File: config.mk
export PLATFORM = sky130hd
export DESIGN_NAME = dsc_regs
export DESIGN_NICKNAME = d
export VERILOG_FILES = /design/src/common/dsc_pkg.sv /design/src/rtl/dsc_sync.sv /design/src/rtl/dsc_shift.sv /design/src/rtl/dsc_regs.sv
export VERILOG_INCLUDE_DIRS = /design/src /design/src/common
export SDC_FILE = /design/constraint.sdc
export NUM_CORES = 1
export LEC_CHECK = 0
export ABC_AREA = 1
export BUFFER_PORTS_ARGS = -buffer_cell sky130_fd_sc_hd__buf_2
export CORE_UTILIZATION = 65
export CTS_CLUSTER_DIAMETER = 80
export DETAILED_ROUTE_END_ITERATION = 8
export HOLD_SLACK_MARGIN = 0.1
export PLACE_DENSITY = 0.86
export RECOVER_POWER = 50
export SYNTH_ARGS = -nofsm -noshare
export SYNTH_HDL_FRONTEND = slang
export SYNTH_HIERARCHICAL = 1
export SYNTH_SLANG_ARGS = --single-unit
File: constraint.sdc
create_clock -name clk_sys_in -period 3.4 [get_ports clk_sys_in]
set_input_delay 0.34 -clock clk_sys_in [delete_from_list [all_inputs] [get_ports clk_sys_in]]
set_output_delay 0.34 -clock clk_sys_in [all_outputs]
set_load 0.01 [all_outputs]
File: src/common/dsc_consts.svh
`ifndef DSC_CONSTS_SVH
`define DSC_CONSTS_SVH

// serial word layout
`define DSC_WORD_W        16
`define DSC_ADDR_HI       10
`define DSC_ADDR_LO       9
`define DSC_LOAD_BIT      8
`define DSC_CODE_HI       7
`define DSC_CODE_LO       0

// control_reg_a fields
`define DSC_A_MUTE        0
`define DSC_A_DEEMPH      1
`define DSC_A_DISABLE     2
`define DSC_A_WL_LO       3
`define DSC_A_WL_HI       4
`define DSC_A_RATE        5
`define DSC_A_GAIN        6
`define DSC_A_HID_LO      7
`define DSC_A_HID_HI      8

// control_reg_b fields
`define DSC_B_FMT         0
`define DSC_B_POL         1
`define DSC_B_COMMON      2
`define DSC_B_PHASE       4
`define DSC_B_CKO         5
`define DSC_B_SF_LO       6
`define DSC_B_SF_HI       7
`define DSC_B_ZD          8

// reset values (attenuation 0 dB, de-emphasis rate 44.1 kHz)
`define DSC_RST_LEFT      16'h00ff
`define DSC_RST_RIGHT     16'h02ff
`define DSC_RST_CTRL_A    16'h0400
`define DSC_RST_CTRL_B    16'h0680
`define DSC_RST_LEVEL     8'hff
`define DSC_MUTE_CODE     8'h00

// zero detect run, in serial bit clock cycles
`define DSC_ZERO_RUN      65536
`define DSC_RUN_W         24

`endif

File: src/common/dsc_pkg.sv
package dsc_pkg;

    typedef enum logic [1:0] {
        DSC_SEL_LEFT  = 2'b00,
        DSC_SEL_RIGHT = 2'b01,
        DSC_SEL_CTRLA = 2'b10,
        DSC_SEL_CTRLB = 2'b11
    } dsc_sel_t;

    typedef enum logic [2:0] {
        DSC_FMT_STD16 = 3'b000,
        DSC_FMT_STD20 = 3'b001,
        DSC_FMT_STD24 = 3'b010,
        DSC_FMT_LJ24  = 3'b011,
        DSC_FMT_SER16 = 3'b100,
        DSC_FMT_SER24 = 3'b101,
        DSC_FMT_RSVD  = 3'b110
    } dsc_fmt_t;

    typedef struct packed {
        logic        sck_prev;
        logic        latch_prev;
        logic [15:0] shift;
        logic [15:0] word;
        logic        strobe;
    } dsc_shift_state_t;

    typedef struct packed {
        logic [15:0] left_word;
        logic [15:0] right_word;
        logic [15:0] ctrl_a;
        logic [15:0] ctrl_b;
        logic [7:0]  left_level;
        logic [7:0]  right_level;
        logic [23:0] zero_run;
        logic        zero_muted;
        logic        bck_prev;
        logic        gain_6db;
        logic        update;
    } dsc_top_state_t;

endpackage : dsc_pkg

File: src/rtl/dsc_sync.sv
`timescale 1ns/1ps
module dsc_sync
    import dsc_pkg::*;
#(
    parameter int WIDTH = 1
) (
    // clock and reset
    input  wire logic             clk_sys_in,
    input  wire logic             nrst_in,
    input  wire logic             clk_en_in,
    // asynchronous levels and their synchronised copies
    input  wire logic [WIDTH-1:0] async_in,
    output logic      [WIDTH-1:0] sync_out
);
    // only stage two reads stage one
    typedef struct packed {
        logic [WIDTH-1:0] meta;
        logic [WIDTH-1:0] stable;
    } dsc_sync_state_t;

    dsc_sync_state_t state;
    dsc_sync_state_t next_state;

    always_comb begin
        next_state = state;
        if (clk_en_in) begin
            next_state.meta   = async_in;
            next_state.stable = state.meta;
        end
    end

    always_ff @(posedge clk_sys_in or negedge nrst_in) begin
        if (!nrst_in) begin
            state <= '0;
        end else begin
            state <= next_state;
        end
    end

    assign sync_out = state.stable;
endmodule : dsc_sync

File: src/rtl/dsc_shift.sv
`timescale 1ns/1ps
`include "dsc_consts.svh"
module dsc_shift
    import dsc_pkg::*;
(
    // clock and reset
    input  wire logic        clk_sys_in,
    input  wire logic        nrst_in,
    input  wire logic        clk_en_in,
    // synchronised serial port
    input  wire logic        enable_in,
    input  wire logic        shift_clock_in,
    input  wire logic        serial_in,
    input  wire logic        latch_in,
    // latched word
    output logic [15:0]      word_out,
    output logic             word_strobe_out
);
    dsc_shift_state_t state;
    dsc_shift_state_t next_state;

    always_comb begin
        next_state        = state;
        next_state.strobe = 1'b0;
        if (clk_en_in) begin
            next_state.sck_prev   = shift_clock_in;
            next_state.latch_prev = latch_in;
            if (enable_in && shift_clock_in && !state.sck_prev) begin
                next_state.shift = {state.shift[`DSC_WORD_W-2:0], serial_in};
            end
            if (enable_in && latch_in && !state.latch_prev) begin
                next_state.word   = state.shift;
                next_state.strobe = 1'b1;
            end
        end else begin
            next_state.strobe = state.strobe;
        end
    end

    always_ff @(posedge clk_sys_in or negedge nrst_in) begin
        if (!nrst_in) begin
            state <= '0;
        end else begin
            state <= next_state;
        end
    end

    assign word_out        = state.word;
    assign word_strobe_out = state.strobe;
endmodule : dsc_shift

File: src/rtl/dsc_regs.sv
// Notes on behaviour
// - serial port works only with mode select high
// - four 16-bit registers loaded serially
// - latch pulse moves shifted word into register
// - bits 10 and 9 pick the register
// - level is half dB per step below 255
// - code zero mutes the channel fully
// - common mode uses left code for both
// - individual mode uses each own code
// - left load bit applies left and right
// - right load bit applies right and left
// - control a bit 0 is soft mute
// - control a bit 1 is de-emphasis
// - disable bit forces bipolar zero output
// - word length and format bits pick format
// - rate bit selects above 52 kHz
// - gain method bit, digital scaling auto 6dB
// - locator bits pick hidden code bit
// - phase and clock output bits, normal default
// - defined defaults after reset
// - zero run of 65536 bit clocks mutes
// - de-emphasis rate bits encode sample rate
// - clock halving and output inversion bits
// - polarity bit swaps left and right phase
`timescale 1ns/1ps
`include "dsc_consts.svh"
module dsc_regs
    import dsc_pkg::*;
#(
    parameter int ZERO_RUN_EDGES = `DSC_ZERO_RUN
) (
    // clock, reset and clock enable
    input  wire logic        clk_sys_in,
    input  wire logic        nrst_in,
    input  wire logic        clk_en_in,
    // control port pins
    input  wire logic        mode_select_in,
    input  wire logic        control_latch_in,
    input  wire logic        control_shift_clock_in,
    input  wire logic        control_serial_in_in,
    // audio side pins
    input  wire logic        serial_bit_clock_in,
    // from the audio path on this clock
    input  wire logic        sample_is_zero_in,
    input  wire logic        peak_extended_in,
    // applied attenuation
    output logic [7:0]       left_level_out,
    output logic [7:0]       right_level_out,
    output logic             left_full_mute_out,
    output logic             right_full_mute_out,
    // control a fields
    output logic             silence_ramp_on_out,
    output logic             deemphasis_on_out,
    output logic             dac_disable_out,
    output logic             high_rate_range_out,
    output logic             gain_method_select_out,
    output logic             gain_scale_6db_out,
    output logic [1:0]       hidden_bit_locator_out,
    // control b fields
    output dsc_fmt_t         data_format_out,
    output logic             word_clock_polarity_out,
    output logic             common_atten_select_out,
    output logic             phase_invert_out,
    output logic             clock_out_halve_out,
    output logic [1:0]       deemph_rate_out,
    output logic             zero_detect_mute_en_out,
    // output forcing and status
    output logic             force_bipolar_zero_out,
    output logic             config_update_out
);
    localparam logic [`DSC_RUN_W-1:0] RUN_LIMIT = `DSC_RUN_W'(ZERO_RUN_EDGES);

    // synchronised pins
    logic [4:0]  pins_sync;
    logic        mode_sync;
    logic        latch_sync;
    logic        sck_sync;
    logic        sdi_sync;
    logic        bck_sync;

    // latched serial word
    logic [15:0] rx_word;
    logic        rx_strobe;
    dsc_sel_t    rx_sel;
    logic        rx_load;
    logic [7:0]  rx_code;

    dsc_top_state_t state;
    dsc_top_state_t next_state;

    dsc_sync #(
        .WIDTH (5)
    ) u_pin_sync (
        .clk_sys_in (clk_sys_in),
        .nrst_in    (nrst_in),
        .clk_en_in  (clk_en_in),
        .async_in   ({serial_bit_clock_in, control_serial_in_in, control_shift_clock_in,
                      control_latch_in, mode_select_in}),
        .sync_out   (pins_sync)
    );

    assign mode_sync  = pins_sync[0];
    assign latch_sync = pins_sync[1];
    assign sck_sync   = pins_sync[2];
    assign sdi_sync   = pins_sync[3];
    assign bck_sync   = pins_sync[4];

    // serial port is ignored while strapped for hardware mode
    dsc_shift u_shift (
        .clk_sys_in      (clk_sys_in),
        .nrst_in         (nrst_in),
        .clk_en_in       (clk_en_in),
        .enable_in       (mode_sync),
        .shift_clock_in  (sck_sync),
        .serial_in       (sdi_sync),
        .latch_in        (latch_sync),
        .word_out        (rx_word),
        .word_strobe_out (rx_strobe)
    );

    assign rx_sel  = dsc_sel_t'(rx_word[`DSC_ADDR_HI:`DSC_ADDR_LO]);
    assign rx_load = rx_word[`DSC_LOAD_BIT];
    assign rx_code = rx_word[`DSC_CODE_HI:`DSC_CODE_LO];

    function automatic logic [7:0] code_of(input logic [15:0] word);
        code_of = word[`DSC_CODE_HI:`DSC_CODE_LO];
    endfunction : code_of

    function automatic dsc_fmt_t decode_format(input logic [15:0] a, input logic [15:0] b);
        logic [1:0] wl;
        wl = {a[`DSC_A_WL_HI], a[`DSC_A_WL_LO]};
        if (!b[`DSC_B_FMT]) begin
            unique case (wl)
                2'b00: decode_format = DSC_FMT_STD16;
                2'b01: decode_format = DSC_FMT_STD20;
                2'b10: decode_format = DSC_FMT_STD24;
                2'b11: decode_format = DSC_FMT_LJ24;
            endcase
        end else begin
            unique case (wl)
                2'b00: decode_format = DSC_FMT_SER16;
                2'b01: decode_format = DSC_FMT_SER24;
                2'b10: decode_format = DSC_FMT_RSVD;
                2'b11: decode_format = DSC_FMT_RSVD;
            endcase
        end
    endfunction : decode_format

    always_comb begin
        next_state        = state;
        next_state.update = 1'b0;
        if (!clk_en_in) begin
            next_state.update = state.update;
        end else begin
            // register writes; reserved bits are stored as received
            if (rx_strobe) begin
                next_state.update = 1'b1;
                unique case (rx_sel)
                    DSC_SEL_LEFT: begin
                        next_state.left_word = rx_word;
                        if (rx_load) begin
                            next_state.left_level = rx_code;
                            if (state.ctrl_b[`DSC_B_COMMON]) begin
                                next_state.right_level = rx_code;
                            end else begin
                                next_state.right_level = code_of(state.right_word);
                            end
                        end
                    end
                    DSC_SEL_RIGHT: begin
                        next_state.right_word = rx_word;
                        if (rx_load) begin
                            next_state.left_level = code_of(state.left_word);
                            if (state.ctrl_b[`DSC_B_COMMON]) begin
                                next_state.right_level = code_of(state.left_word);
                            end else begin
                                next_state.right_level = rx_code;
                            end
                        end
                    end
                    DSC_SEL_CTRLA: begin
                        next_state.ctrl_a = rx_word;
                    end
                    DSC_SEL_CTRLB: begin
                        next_state.ctrl_b = rx_word;
                    end
                endcase
            end

            // zero run counted in bit clock rising edges
            next_state.bck_prev = bck_sync;
            if (!sample_is_zero_in) begin
                next_state.zero_run   = '0;
                next_state.zero_muted = 1'b0;
            end else if (bck_sync && !state.bck_prev) begin
                if (state.zero_run < RUN_LIMIT) begin
                    next_state.zero_run = state.zero_run + `DSC_RUN_W'(1);
                end
                if (state.zero_run + `DSC_RUN_W'(1) >= RUN_LIMIT) begin
                    next_state.zero_muted = 1'b1;
                end
            end

            // digital scaling drops plain and non-peak-extended material by 6 dB
            next_state.gain_6db = !state.ctrl_a[`DSC_A_GAIN] && !peak_extended_in;
        end
    end

    always_ff @(posedge clk_sys_in or negedge nrst_in) begin
        if (!nrst_in) begin
            state             <= '0;
            state.left_word   <= `DSC_RST_LEFT;
            state.right_word  <= `DSC_RST_RIGHT;
            state.ctrl_a      <= `DSC_RST_CTRL_A;
            state.ctrl_b      <= `DSC_RST_CTRL_B;
            state.left_level  <= `DSC_RST_LEVEL;
            state.right_level <= `DSC_RST_LEVEL;
        end else begin
            state <= next_state;
        end
    end

    // level code steps 0.5 dB below code ff; the attenuator applies it
    assign left_level_out          = state.left_level;
    // common mode also covers a switch made after the last load
    assign right_level_out         = state.ctrl_b[`DSC_B_COMMON] ? state.left_level
                                                                 : state.right_level;
    assign left_full_mute_out      = (left_level_out == `DSC_MUTE_CODE);
    assign right_full_mute_out     = (right_level_out == `DSC_MUTE_CODE);

    assign silence_ramp_on_out     = state.ctrl_a[`DSC_A_MUTE];
    assign deemphasis_on_out       = state.ctrl_a[`DSC_A_DEEMPH];
    assign dac_disable_out         = state.ctrl_a[`DSC_A_DISABLE];
    assign high_rate_range_out     = state.ctrl_a[`DSC_A_RATE];
    assign gain_method_select_out  = state.ctrl_a[`DSC_A_GAIN];
    assign gain_scale_6db_out      = state.gain_6db;
    // code 10 is reserved; it is passed on unchanged
    assign hidden_bit_locator_out  = {state.ctrl_a[`DSC_A_HID_HI], state.ctrl_a[`DSC_A_HID_LO]};

    assign data_format_out         = decode_format(state.ctrl_a, state.ctrl_b);
    // polarity only means something for standard and left-justified data
    assign word_clock_polarity_out = state.ctrl_b[`DSC_B_POL]
                                     && !state.ctrl_b[`DSC_B_FMT];
    assign common_atten_select_out = state.ctrl_b[`DSC_B_COMMON];
    assign phase_invert_out        = state.ctrl_b[`DSC_B_PHASE];
    assign clock_out_halve_out     = state.ctrl_b[`DSC_B_CKO];
    assign deemph_rate_out         = {state.ctrl_b[`DSC_B_SF_HI], state.ctrl_b[`DSC_B_SF_LO]};
    assign zero_detect_mute_en_out = state.ctrl_b[`DSC_B_ZD];

    // disable wins regardless of data; zero mute needs its enable
    assign force_bipolar_zero_out  = state.ctrl_a[`DSC_A_DISABLE]
                                     || (state.ctrl_b[`DSC_B_ZD] && state.zero_muted);
    assign config_update_out       = state.update;
endmodule : dsc_regs

=== Word level (Yosys, flattened, before mapping) ===
Cells that the tools add are included.

* Order comparisons: 2
* Equal/unequal tests: 11
* Add/subtract/negate cells: 1
* Muxes and demuxes: 15
* Reductions and logical operators: 30

{| class="wikitable"
|+ Operator list
! kind !! count
|-
| 25-bit 2-to-1 mux || 2
|-
| 16-bit 2-to-1 mux || 2
|-
| 16-bit case mux with 2 select lines || 1
|-
| 24-bit by 1-bit adder with 24-bit output, second input constant || 1
|-
| 24-bit by 17-bit >= comparator with 1-bit output, second input constant || 1
|-
| 24-bit by 17-bit < comparator with 1-bit output, second input constant || 1
|-
| 24-bit 2-to-1 mux || 1
|-
| 8-bit 2-to-1 mux || 3
|-
| 3-bit AND reduction || 6
|-
| 8-bit logical NOT || 2
|-
| 3-bit case mux with 4 select lines || 1
|-
| 2-bit by 1-bit inequality test with 1-bit output, second input constant || 5
|-
| 3-bit case mux with 3 select lines || 1
|-
| 2-bit equality test, second input constant || 4
|-
| 1-bit logical AND || 8
|-
| 1-bit logical NOT || 6
|-
| 5-bit AND reduction || 1
|-
| 2-bit by 1-bit equality test with 1-bit output, second input constant || 2
|-
| 2-bit logical NOT || 2
|-
| 2-bit AND reduction || 2
|-
| 1-bit 2-to-1 mux || 3
|-
| 3-bit 2-to-1 mux || 1
|-
| 2-bit nonzero test || 1
|-
| 2-bit OR reduction || 1
|-
| 1-bit logical OR || 1
|}

* Bits in registers: 113
* Word-level logic and storage cells: 77

=== Longest topological paths before layout ===
Gate-level depths: netlist of the first run.

* Depth in word-level cells: 5
* Mapped depth: 13

=== By module ===
Netlist of the first run, hierarchy kept.

{| class="wikitable"
|+ By module, submodules not included
! module !! cells each !! times used !! area each (um2)
|-
| dsc_regs || 501 || 1 || 3963.8
|-
| dsc_shift || 168 || 1 || 1589.0
|-
| dsc_sync || 47 || 1 || 417.9
|}

=== Worst setup path before layout of the first run ===
Ideal clock, no wire load.

* Path kind: register to output
* From: register state, in the netlist common_atten_select_out
* To: output port right_full_mute_out
* Setup slack: 1454 ps
* Stages on the path, launching flop included: 9
* Path buffers: 2
* Data arrival time: 1606 ps
* Cells stage by stage: dfrtp_1 -> buf_2 -> inv_1 -> buf_2 -> nand2_1 -> o21ai_0 -> nor4_1 -> nand2_1 -> nor3_1

* Word-level cells in the longest chain between the ends: 2

{| class="wikitable"
|+ RTL lines
! what !! line !! RTL
|-
| from (decl) || dsc_regs.sv:88 || <nowiki>dsc_top_state_t state;</nowiki>
|-
| from (signal assigned) || dsc_regs.sv:219 || <nowiki>state <= next_state;</nowiki>
|-
| 8-bit 2-to-1 mux || dsc_regs.sv:226 || <nowiki>assign right_level_out = state.ctrl_b[`DSC_B_COMMON] ? state.left_level</nowiki>
|-
| via right_level_out[0] || dsc_regs.sv:48 || <nowiki>output logic [7:0] right_level_out,</nowiki>
|-
| 8-bit logical NOT (no source line) || -- ||
|-
| to (decl) || dsc_regs.sv:50 || <nowiki>output logic right_full_mute_out,</nowiki>
|}

The timed path passes the listed nets, and every way through them passes these cells.

=== Worst setup path in the final report of the first run ===
* From: register state, in the netlist common_atten_select_out
* To: output port right_full_mute_out

* Word-level cells in the longest chain between the ends: 2

{| class="wikitable"
|+ RTL lines
! what !! line
|-
| 8-bit 2-to-1 mux || dsc_regs.sv:226
|-
| 8-bit logical NOT (no source line) || --
|}

Every way passes these cells.

==> results by group, run 1 <==
Status
  – Status: finished with violations
  – Failing checks: capacitance limit, slew limit

Global routing
  – Initial antenna violation count: 0
  – Vias in the first global route: 4,056
  – Largest net degree at the start of global routing: 63
  – Grt total ovfl: 0
  – GRT Overall Usage: 28.5%
  – First-pass GRT wire length: 19,600 um

Floorplan
  – IO Pins: 48
  – Chip Width: 94.4 um
  – # rows: 33
  – Core ar.: 8260 um2
  – Die Y-Extent: 94.4 um
  – Die area: 8910 um2
  – Initial core utilization: 67.2%

Clock network
  – Worst-Skew Late Latency: 0.36 ns
  – H-tree depth: 3
  – CTS Buf Count: 9
  – Clock root buffer master: clkbuf_8
  – Clk buf depth: 2
  – Clock sink count: 112
  – Post-CTS sizing: 0
  – Worst-path clk slew: 0.11 ns
  – TritonCTS clock tree: yes

STA
  – Max Clk Rate: 368 MHz
  – Final setup margin: 0.681 ns
  – Final Hold Fails: 0
  – Setup TNS: 0 ns
  – Relative slew slack: -1.59%
  – Final worst path period need: 2.72 ns
  – RSZ-0062 raised after global routing: false
  – Ratio of final minimum period to clock period: 80.0%
  – Worst-margin pin slew: 1.52 ns
  – Clock Skew: 0.0119 ns
  – Final setup vio count: 0
  – Pins Over Slew Limit: 62

Final layout
  – Design Area, Final: 5720 um2
  – Filler cells: 710
  – Multi-input logic area: 2120 um2
  – Share of cells above drive strength 1: 14.6%
  – Nets: 690
  – Ant. Diodes: 0
  – Register Area: 2840 um2
  – Syn-to-layout area delta: 3.18%

Synthesis
  – Synth Warn #: 6
  – Syn Nets: 682
  – Avg Inst Size Synth: 8.27 um2
  – Syn Std Cell Area: 5550 um2
  – Cell count after synthesis: 671

Drt
  – Final ANT Viol Nets: 0
  – Final WL: 11,800 um
  – Post-route DRC: 0
  – Initial DRC Count: 337
  – DR vias: 4,427
  – Vias/cell: 5.61
  – Routed length per instance: 14.9 um
  – Drt pass-1 iters: 5

Placed design
  – Global placement routability congestion: 0.854
  – Area after DPL: 5590 um2
  – Buffers added on ports: 47
  – Place WS: 0.853 ns
  – HPWL after DPL: 8460 um

Job
  – Max Cap Viol: 1

Worst setup path
  – Worst Setup End Kind: output pin
  – CP Class: flip-flop to output pin
  – Worst Path Arrival: 2.38 ns
  – Crit-path cells: inv_1 > o21ai_0 > nor4_1 > nand2_1 > nor3_1 > buf_2
  – CP required: 3.06 ns
  – Setup crit start kind: flip-flop
  – Delay-heaviest family, CP: buffers and inverters
  – WP buf/inv: 2
  – CP max-delay cell: dfrtp_1
  – CP peak stage delay: 0.52 ns
  – CP max FO: 25

Worst hold path
  – Hold Path Class: primary input to flip-flop

Power
  – Leakage Power: 2.63 nW
  – Power density over the cells: 417 nW/um2
  – Worst IR drop on VDD: 0.000297 V
layout by cell type, fill, tap and decap left out, types with 2 or more instances in the layout:
cell,count
buf_2,22
nand2_1,188
dfrtp_1,79
o211ai_1,8
nand3_1,39
o21ai_1,4
o21ai_0,56
clkinvlp_2,2
nor2_4,3
nor4_1,10
clkbuf_1,26
o31ai_1,2
inv_6,2
a21oi_1,35
inv_1,44
dfstp_1,2
nand4_1,4
inv_2,5
nor2_1,62
clkbuf_8,11
nor2_8,2
nor3_1,12
dfstp_2,31
and3_1,6
nand2_2,8
nor2_2,4
nand3_2,2
final timing paths:
check	start	end	slack [ns]	depth (start not counted)
max reg2reg	u_shift/word_strobe_out$_DFFE_PN0P_	state[35]$_DFFE_PN1P_	1.35	6
max	common_atten_select_out$_DFFE_PN0P_	right_full_mute_out	0.68	6
min in group asynchronous	nrst_in	clock_out_halve_out$_DFFE_PN0P_	0.89	2
max in group asynchronous	nrst_in	state[82]$_DFFE_PN1P_	1.49	3
min reg2reg	u_pin_sync/sync_out[4]$_DFFE_PN0P_	u_pin_sync/sync_out[4]$_DFFE_PN0P_	0.48	2
min	peak_extended_in	gain_scale_6db_out$_DFFE_PN0P_	0.16	2
worst reg2reg max path, delay by kind of cell (launching register included):
| kind | cells | cell delay (ns) |
|---|---|---|
| buf+inv | 1 | 0.29 |
| compound gates | 2 | 0.18 |
| flops | 1 | 0.36 |
| simple gates | 3 | 1.17 |
report_power, final:
group / internal [mW] / switching [mW] / total (mW)
Combinational: 0.0500 / 0.134 / 0.184
Clock: 0.315 / 0.445 / 0.761
Sequential: 1.39 / 0.0486 / 1.44
metrics by stage:
stage	util (%)	cells	power (mW)	hold slack [ns]
after global routing	69.3	789	2.48	0.158
after global placement	67.7	772	1.64	0.455
final	69.3	789	2.39	0.160
after CTS	70.1	789	2.41	0.143
after detailed placement	67.7	772	1.66	0.466
after floorplan	-	671	1.61	0.0444
layout make-up:
cell class / count / share of cell area [%]
tap: 105 / 2.30
clock buffer: 12 / 2.71
sequential: 112 / 49.7
timing repair buffer: 51 / 4.31
clock inverter: 4 / 0.568
inverter: 52 / 3.45
multi-input combinational: 453 / 37.0
repair_timing:
item                                   CTS  global route
endpoints found under the hold margin   36             0
setup endpoints to repair                0             0
hold buffers                             1             0
buffers inserted                         0             0
routing by layer:
metal,global-route usage [%],vias to the layer above,part of all wire (%)
li1,-,2160,-
met1,41.5,2070,46
met2,43.8,180,46
met3,4.99,17,6.4
met4,8.72,0,1.7
met5,0,-,0
flip-flops by register name, indices dropped and copies added (netlist names), 2 cells and up:
signal,cells
u_pin_sync/sync_out,5
hidden_bit_locator_out,2
u_shift/state,13
deemph_rate_out,2
u_pin_sync/state,5
state,54
left_level_out,8
u_shift/word_out,11
Power figures use the tool's default switching activity.
==> run 2: changes to the inputs <==
- CORE_UTILIZATION: 65 -> 60
- PLACE_DENSITY: 0.86 -> 0.8
- clock period: 3.4 -> 2.6 ns (I/O delays scaled with it)
==> run 2 against run 1 <==
The run ends with DRC, capacitance limit, slew limit left. Critical endpoint unchanged. Cell count is 1.9% higher. Via count is 0.70% higher. Hold slack better by 0.0029 ns. Die area is 8.2% higher. Largest cell class unchanged. Utilization is 2.7 points lower.
==> results by group, run 2 (synthesis gave the netlist of run 1 again) <==
Clock network
  – Clk buf depth: 2
  – Clock sink count: 112
  – Worst-path clk slew: 0.11 ns
  – TritonCTS clock tree: yes
  – Clock root buffer master: clkbuf_8
  – Worst-Skew Late Latency: 0.38 ns
  – CTS Buf Count: 9
  – H-tree depth: 3

Placed design
  – Buffers added on ports: 47
  – Global placement routability congestion: 0.875
  – Place WS: 0.644 ns
  – HPWL after DPL: 8530 um

Worst setup path
  – CP Class: flip-flop to output pin
  – Critical Path Start: common_atten_select_out$_DFFE_PN0P_
  – Crit-path cells: inv_1 > buf_4 > nand2_1 > o21ai_0 > nor4_1 > nand2_1 > nor3_1 > buf_2
  – CP peak stage delay: 0.48 ns
  – R2r setup slk: 0.64 ns
  – Crit path to: right_full_mute_out
  – CP max-delay cell: dfrtp_2
  – R2R depth: 6
  – Worst Setup End Kind: output pin
  – Worst Path Arrival: 2.03 ns
  – Reg2Reg Launch Point: state[21]$_DFFE_PN0P_
  – R2R Path End: state[6]$_DFFE_PN0P_
  – Cell repeated most along the worst path: nand2_1
  – CP required: 2.34 ns
  – CP max FO: 14
  – Setup crit start kind: flip-flop

Floorplan
  – Core ar.: 8850 um2
  – # rows: 34
  – Initial core utilization: 62.7%
  – Die area: 9640 um2
  – Chip Width: 98.2 um
  – Die Y-Extent: 98.2 um
  – IO Pins: 48

STA
  – Max Clk Rate: 437 MHz
  – Final worst path period need: 2.29 ns
  – Relative slew slack: -26.1%
  – Setup TNS: 0 ns
  – Final setup margin: 0.314 ns
  – RSZ-0062 raised after global routing: false
  – Pins Over Slew Limit: 34
  – Clock Skew: 0.00936 ns
  – Final Hold Fails: 0
  – Ratio of final minimum period to clock period: 87.9%
  – Final setup vio count: 0
  – Worst-margin pin slew: 1.89 ns

Final layout
  – Syn-to-layout area delta: 6.25%
  – Share of cells above drive strength 1: 19.4%
  – Most frequent cells in the layout: 186 x nand2_1, 78 x dfrtp_1, 64 x nor2_1
  – Ant. Diodes: 0
  – Max FFs per register: 54
  – Filler cells: 749
  – Commonest non-fill, non-tap cell in the layout: nand2_1
  – Reg with most FFs: state
  – Nets: 702

Drt
  – Post-route DRC: 2
  – Final ANT Viol Nets: 0
  – Vias/cell: 5.54
  – Routed length per instance: 14.8 um
  – Final WL: 11,900 um
  – DR vias: 4,458
  – Initial DRC Count: 422
  – Drt pass-1 iters: 9

Power
  – Worst IR drop on VDD: 0.000316 V
  – Power density over the cells: 566 nW/um2
  – Leakage Power: 2.79 nW

Global routing
  – GRT Overall Usage: 26.2%
  – First-pass GRT wire length: 20,100 um
  – Vias in the first global route: 4,124
  – Largest net degree at the start of global routing: 55
  – Initial antenna violation count: 0
  – Grt total ovfl: 0

Status
  – Status: finished with violations
  – Failing checks: DRC, capacitance limit, slew limit

Worst hold path
  – Hold Startpoint: clk_en_in
  – Hold Path Class: primary input to flip-flop

Job
  – Max Cap Viol: 1
## run 2: changes by cell type in the layout (fill, tap and decap cells not counted), moves of 6 or more
cell           before  now
buf_2              22   46
clkbuf_1           26    1
dlygate4sd3_1       1    7
buf_4               1    8
## run 2: area by class of cell
class | instances | area, um2 | area share, %
clock buffers | 10 | 138 | 2.33
clock inverters | 6 | 97.6 | 1.66
inverters | 52 | 205 | 3.48
multi-input cells | 453 | 2090 | 35.4
flip-flops and latches | 112 | 2850 | 48.3
well taps | 108 | 135 | 2.29
repair buffers | 63 | 384 | 6.52
## run 2: timing repair
| action | CTS | global route |
|---|---|---|
| endpoints found under the hold margin | 38 | 0 |
| endpoints found under the setup margin | 0 | 1 |
| buffers inserted | 0 | 0 |
| gates resized for setup | 0 | 1 |
| hold buffers | 7 | 0 |
## run 2: critical path, delay by kind of cell, from the launching register on
kind	cells	cell delay (ns)
AO/OA/AOI/OAI	1	0.11
buffers and inverters	3	0.55
flip-flops	1	0.48
AND/OR/NAND/NOR	4	0.50
## run 2: through the flow
stage | power [mW] | hold WS [ns] | std cells | util (%) | instance area [um2]
6_report | 3.33 | 0.163 | 804 | 66.6 | 5890
5_1_grt | 3.46 | 0.186 | 804 | 66.6 | 5890
4_1_cts | 3.37 | 0.151 | 804 | 67.2 | 5940
3_5_place_dp | 2.17 | 0.237 | 781 | 63.7 | 5640
3_3_place_gp | 2.16 | 0.236 | 781 | 63.7 | 5640
2_1_floorplan | 2.10 | -0.0356 | 671 | - | 5550
## run 2: metal layers
layer	wire length (um)	global-route usage [%]	vias to the layer above
met5	0	0	-
met4	134	7.92	0
met3	791	4.65	12
met2	5560	41.0	167
met1	5390	37.8	2097
li1	-	-	2182
## run 2: how the worst min path moves through the flow
stage / slack, ns / cells after the start / endpoint
2_1_floorplan: -0.04 / 0 / clock_out_halve_out$_DFFE_PN0P_
3_3_place_gp: 0.24 / 1 / state[25]$_DFFE_PN0P_
3_5_place_dp: 0.24 / 1 / state[25]$_DFFE_PN0P_
4_1_cts: 0.15 / 4 / state[2]$_DFFE_PN0P_
5_1_grt: 0.19 / 3 / gain_scale_6db_out$_DFFE_PN0P_
6_report: 0.16 / 4 / state[2]$_DFFE_PN0P_
## run 2: report_power, final
part           leakage [nW]  internal, mW  switching (mW)
Combinational          1.26        0.0739           0.170
Clock                 0.119         0.585           0.621
Sequential             1.41          1.82          0.0611
Total                  2.79          2.48           0.853
==> run 3: changes to the inputs <==
- clock period: 2.6 -> 2.4 ns (I/O delays scaled with it)
==> run 3 against run 2 <==
The flow finishes with violations (DRC). Clock skew up 0.0014 ns. Cell count up 0.25%. Flip-flop and latch count unchanged. Die area unchanged. Total power down 0.53%. Critical endpoint unchanged. Largest power group unchanged. Sequential power up 9%.
==> results by group, run 3 (synthesis gave the netlist of run 1 again) <==
Clock network
  – H-tree depth: 3
  – Worst-path clk slew: 0.10 ns
  – Worst-Skew Late Latency: 0.38 ns
  – Clock sink count: 112
  – Clock root buffer master: clkbuf_8
  – Clk buf depth: 2
  – TritonCTS clock tree: yes
  – CTS Buf Count: 9

Worst setup path
  – Worst Setup End Kind: output pin
  – WP buf/inv: 2
  – CP Class: flip-flop to output pin
  – CP peak stage delay: 0.42 ns
  – Setup crit start kind: flip-flop
  – Worst Path Arrival: 1.82 ns
  – CP max FO: 10
  – Delay-heaviest family, CP: simple AND/OR/NAND/NOR gates
  – Worst path depth: 7
  – CP max-delay cell: dfrtp_2
  – CP required: 2.16 ns
  – Crit-path cells: clkinvlp_4 > nand2_1 > o21ai_0 > nor4_1 > nand2_1 > nor3_1 > buf_2
  – R2R depth: 12
  – R2r setup slk: 0.50 ns
  – Cell repeated most along the worst path: nand2_1

STA
  – Final worst path period need: 2.06 ns
  – Ratio of final minimum period to clock period: 85.8%
  – RSZ-0062 raised after global routing: false
  – Pins Over Slew Limit: 0
  – Final setup vio count: 0
  – Setup TNS: 0 ns
  – Final setup margin: 0.341 ns
  – Max Clk Rate: 486 MHz
  – Worst-margin pin slew: 1.17 ns
  – Clock Skew: 0.0108 ns
  – Final Hold Fails: 0
  – Relative slew slack: 21.7%

Final layout
  – Most frequent cells in the layout: 186 x nand2_1, 78 x dfrtp_1, 64 x nor2_1
  – Non-Filler Instances: 806
  – Final core utilization: 65.7%
  – Syn-to-layout area delta: 4.76%
  – Max FFs per register: 54
  – Reg with most FFs: state
  – Nets: 704
  – Ant. Diodes: 0
  – Filler cells: 767
  – Share of cells above drive strength 1: 17.8%
  – Design Area, Final: 5810 um2
  – Commonest non-fill, non-tap cell in the layout: nand2_1

Status
  – Failing checks: DRC
  – Status: finished with violations

Floorplan
  – Initial core utilization: 62.7%
  – IO Pins: 48
  – Chip Width: 98.2 um
  – Die Y-Extent: 98.2 um
  – # rows: 34
  – Die area: 9640 um2
  – Core ar.: 8850 um2

Global routing
  – Vias in the first global route: 4,020
  – Grt total ovfl: 0
  – Largest net degree at the start of global routing: 50
  – Initial antenna violation count: 0
  – GRT Overall Usage: 26.1%
  – First-pass GRT wire length: 19,800 um

Power
  – Clock power share: 30.5%
  – Sw Pwr: 0.884 mW
  – Comb power frac: 7.9%
  – Seq pwr share: 61.5%
  – Power density over the cells: 571 nW/um2
  – Leakage Power: 2.70 nW
  – Internal: 2.43 mW
  – Worst IR drop on VDD: 0.000337 V
  – Sw Share: 26.7%

Drt
  – Final ANT Viol Nets: 0
  – Routed length per instance: 14.6 um
  – Post-route DRC: 3
  – Vias/cell: 5.50
  – Drt pass-1 iters: 9
  – Final WL: 11,800 um
  – DR vias: 4,432
  – Initial DRC Count: 351

Worst hold path
  – Hold depth: 3
  – Hold Path Class: primary input to flip-flop

Placed design
  – Global placement routability congestion: 0.875
  – Buffers added on ports: 47
  – Placed insts: 781
  – HPWL after DPL: 8460 um
  – Area after DPL: 5640 um2
  – Place WS: 0.486 ns

Job
  – Max Cap Viol: 0
==> run 3: tightest hold or removal path, cell delays in order <==
cell and delay (ns):
buf_2 0.11, nand2_1 0.08, nand2_1 0.08
==> run 3: area by class of cell <==
type	count	area (um2)	area share (%)
Sequential cell	112	2850	49.0
Multi-Input combinational cell	453	2090	36.0
Timing Repair Buffer	65	369	6.35
Inverter	52	209	3.60
Tap cell	108	135	2.33
Clock buffer	11	131	2.26
Clock inverter	5	32.5	0.560
==> run 3: worst paths after layout <==
check                                                           end                           startpoint
worst max-delay path                            right_full_mute_out  common_atten_select_out$_DFFE_PN0P_
worst min-delay path                           state[2]$_DFFE_PN0P_                            clk_en_in
worst max register to register                 state[3]$_DFFE_PN0P_                 state[4]$_DFFE_PN0P_
worst min register to register      u_pin_sync/state[5]$_DFFE_PN0P_      u_pin_sync/state[5]$_DFFE_PN0P_
max in group asynchronous       common_atten_select_out$_DFFE_PN0P_                              nrst_in
min in group asynchronous                     state[25]$_DFFE_PN0P_                              nrst_in
==> run 3: what timing repair did <==
| action | 4_1_cts | 5_1_grt |
|---|---|---|
| hold endpoints to repair | 50 | 0 |
| resized for setup | 0 | 2 |
| setup buffers | 0 | 2 |
| setup endpoints to repair | 0 | 1 |
| hold buffers | 7 | 0 |
==> run 3: power by group through the flow <==
stage,clock (mW),combinational [mW],sequential (mW)
after floorplan,0,0.220,2.05
after global placement,0,0.263,2.08
after detailed placement,0,0.276,2.08
after CTS,1.03,0.286,2.04
after global routing,1.10,0.304,2.05
final,1.01,0.263,2.04
==> run 3: layer usage <==
layer  up-vias  routed length [um]  GRT usage, %
met5         -                   0             0
met4         0                 148          5.63
met3        15                 738          5.94
met2       140                5340          40.4
met1      2088                5550          38.1
li1       2189                   -             -
==> run 3: metrics by stage <==
step	power, mW	hold WS (ns)
after floorplan	2.27	-0.0556
after global placement	2.34	0.289
after detailed placement	2.36	0.301
after CTS	3.36	0.149
after global routing	3.46	0.168
final	3.32	0.157
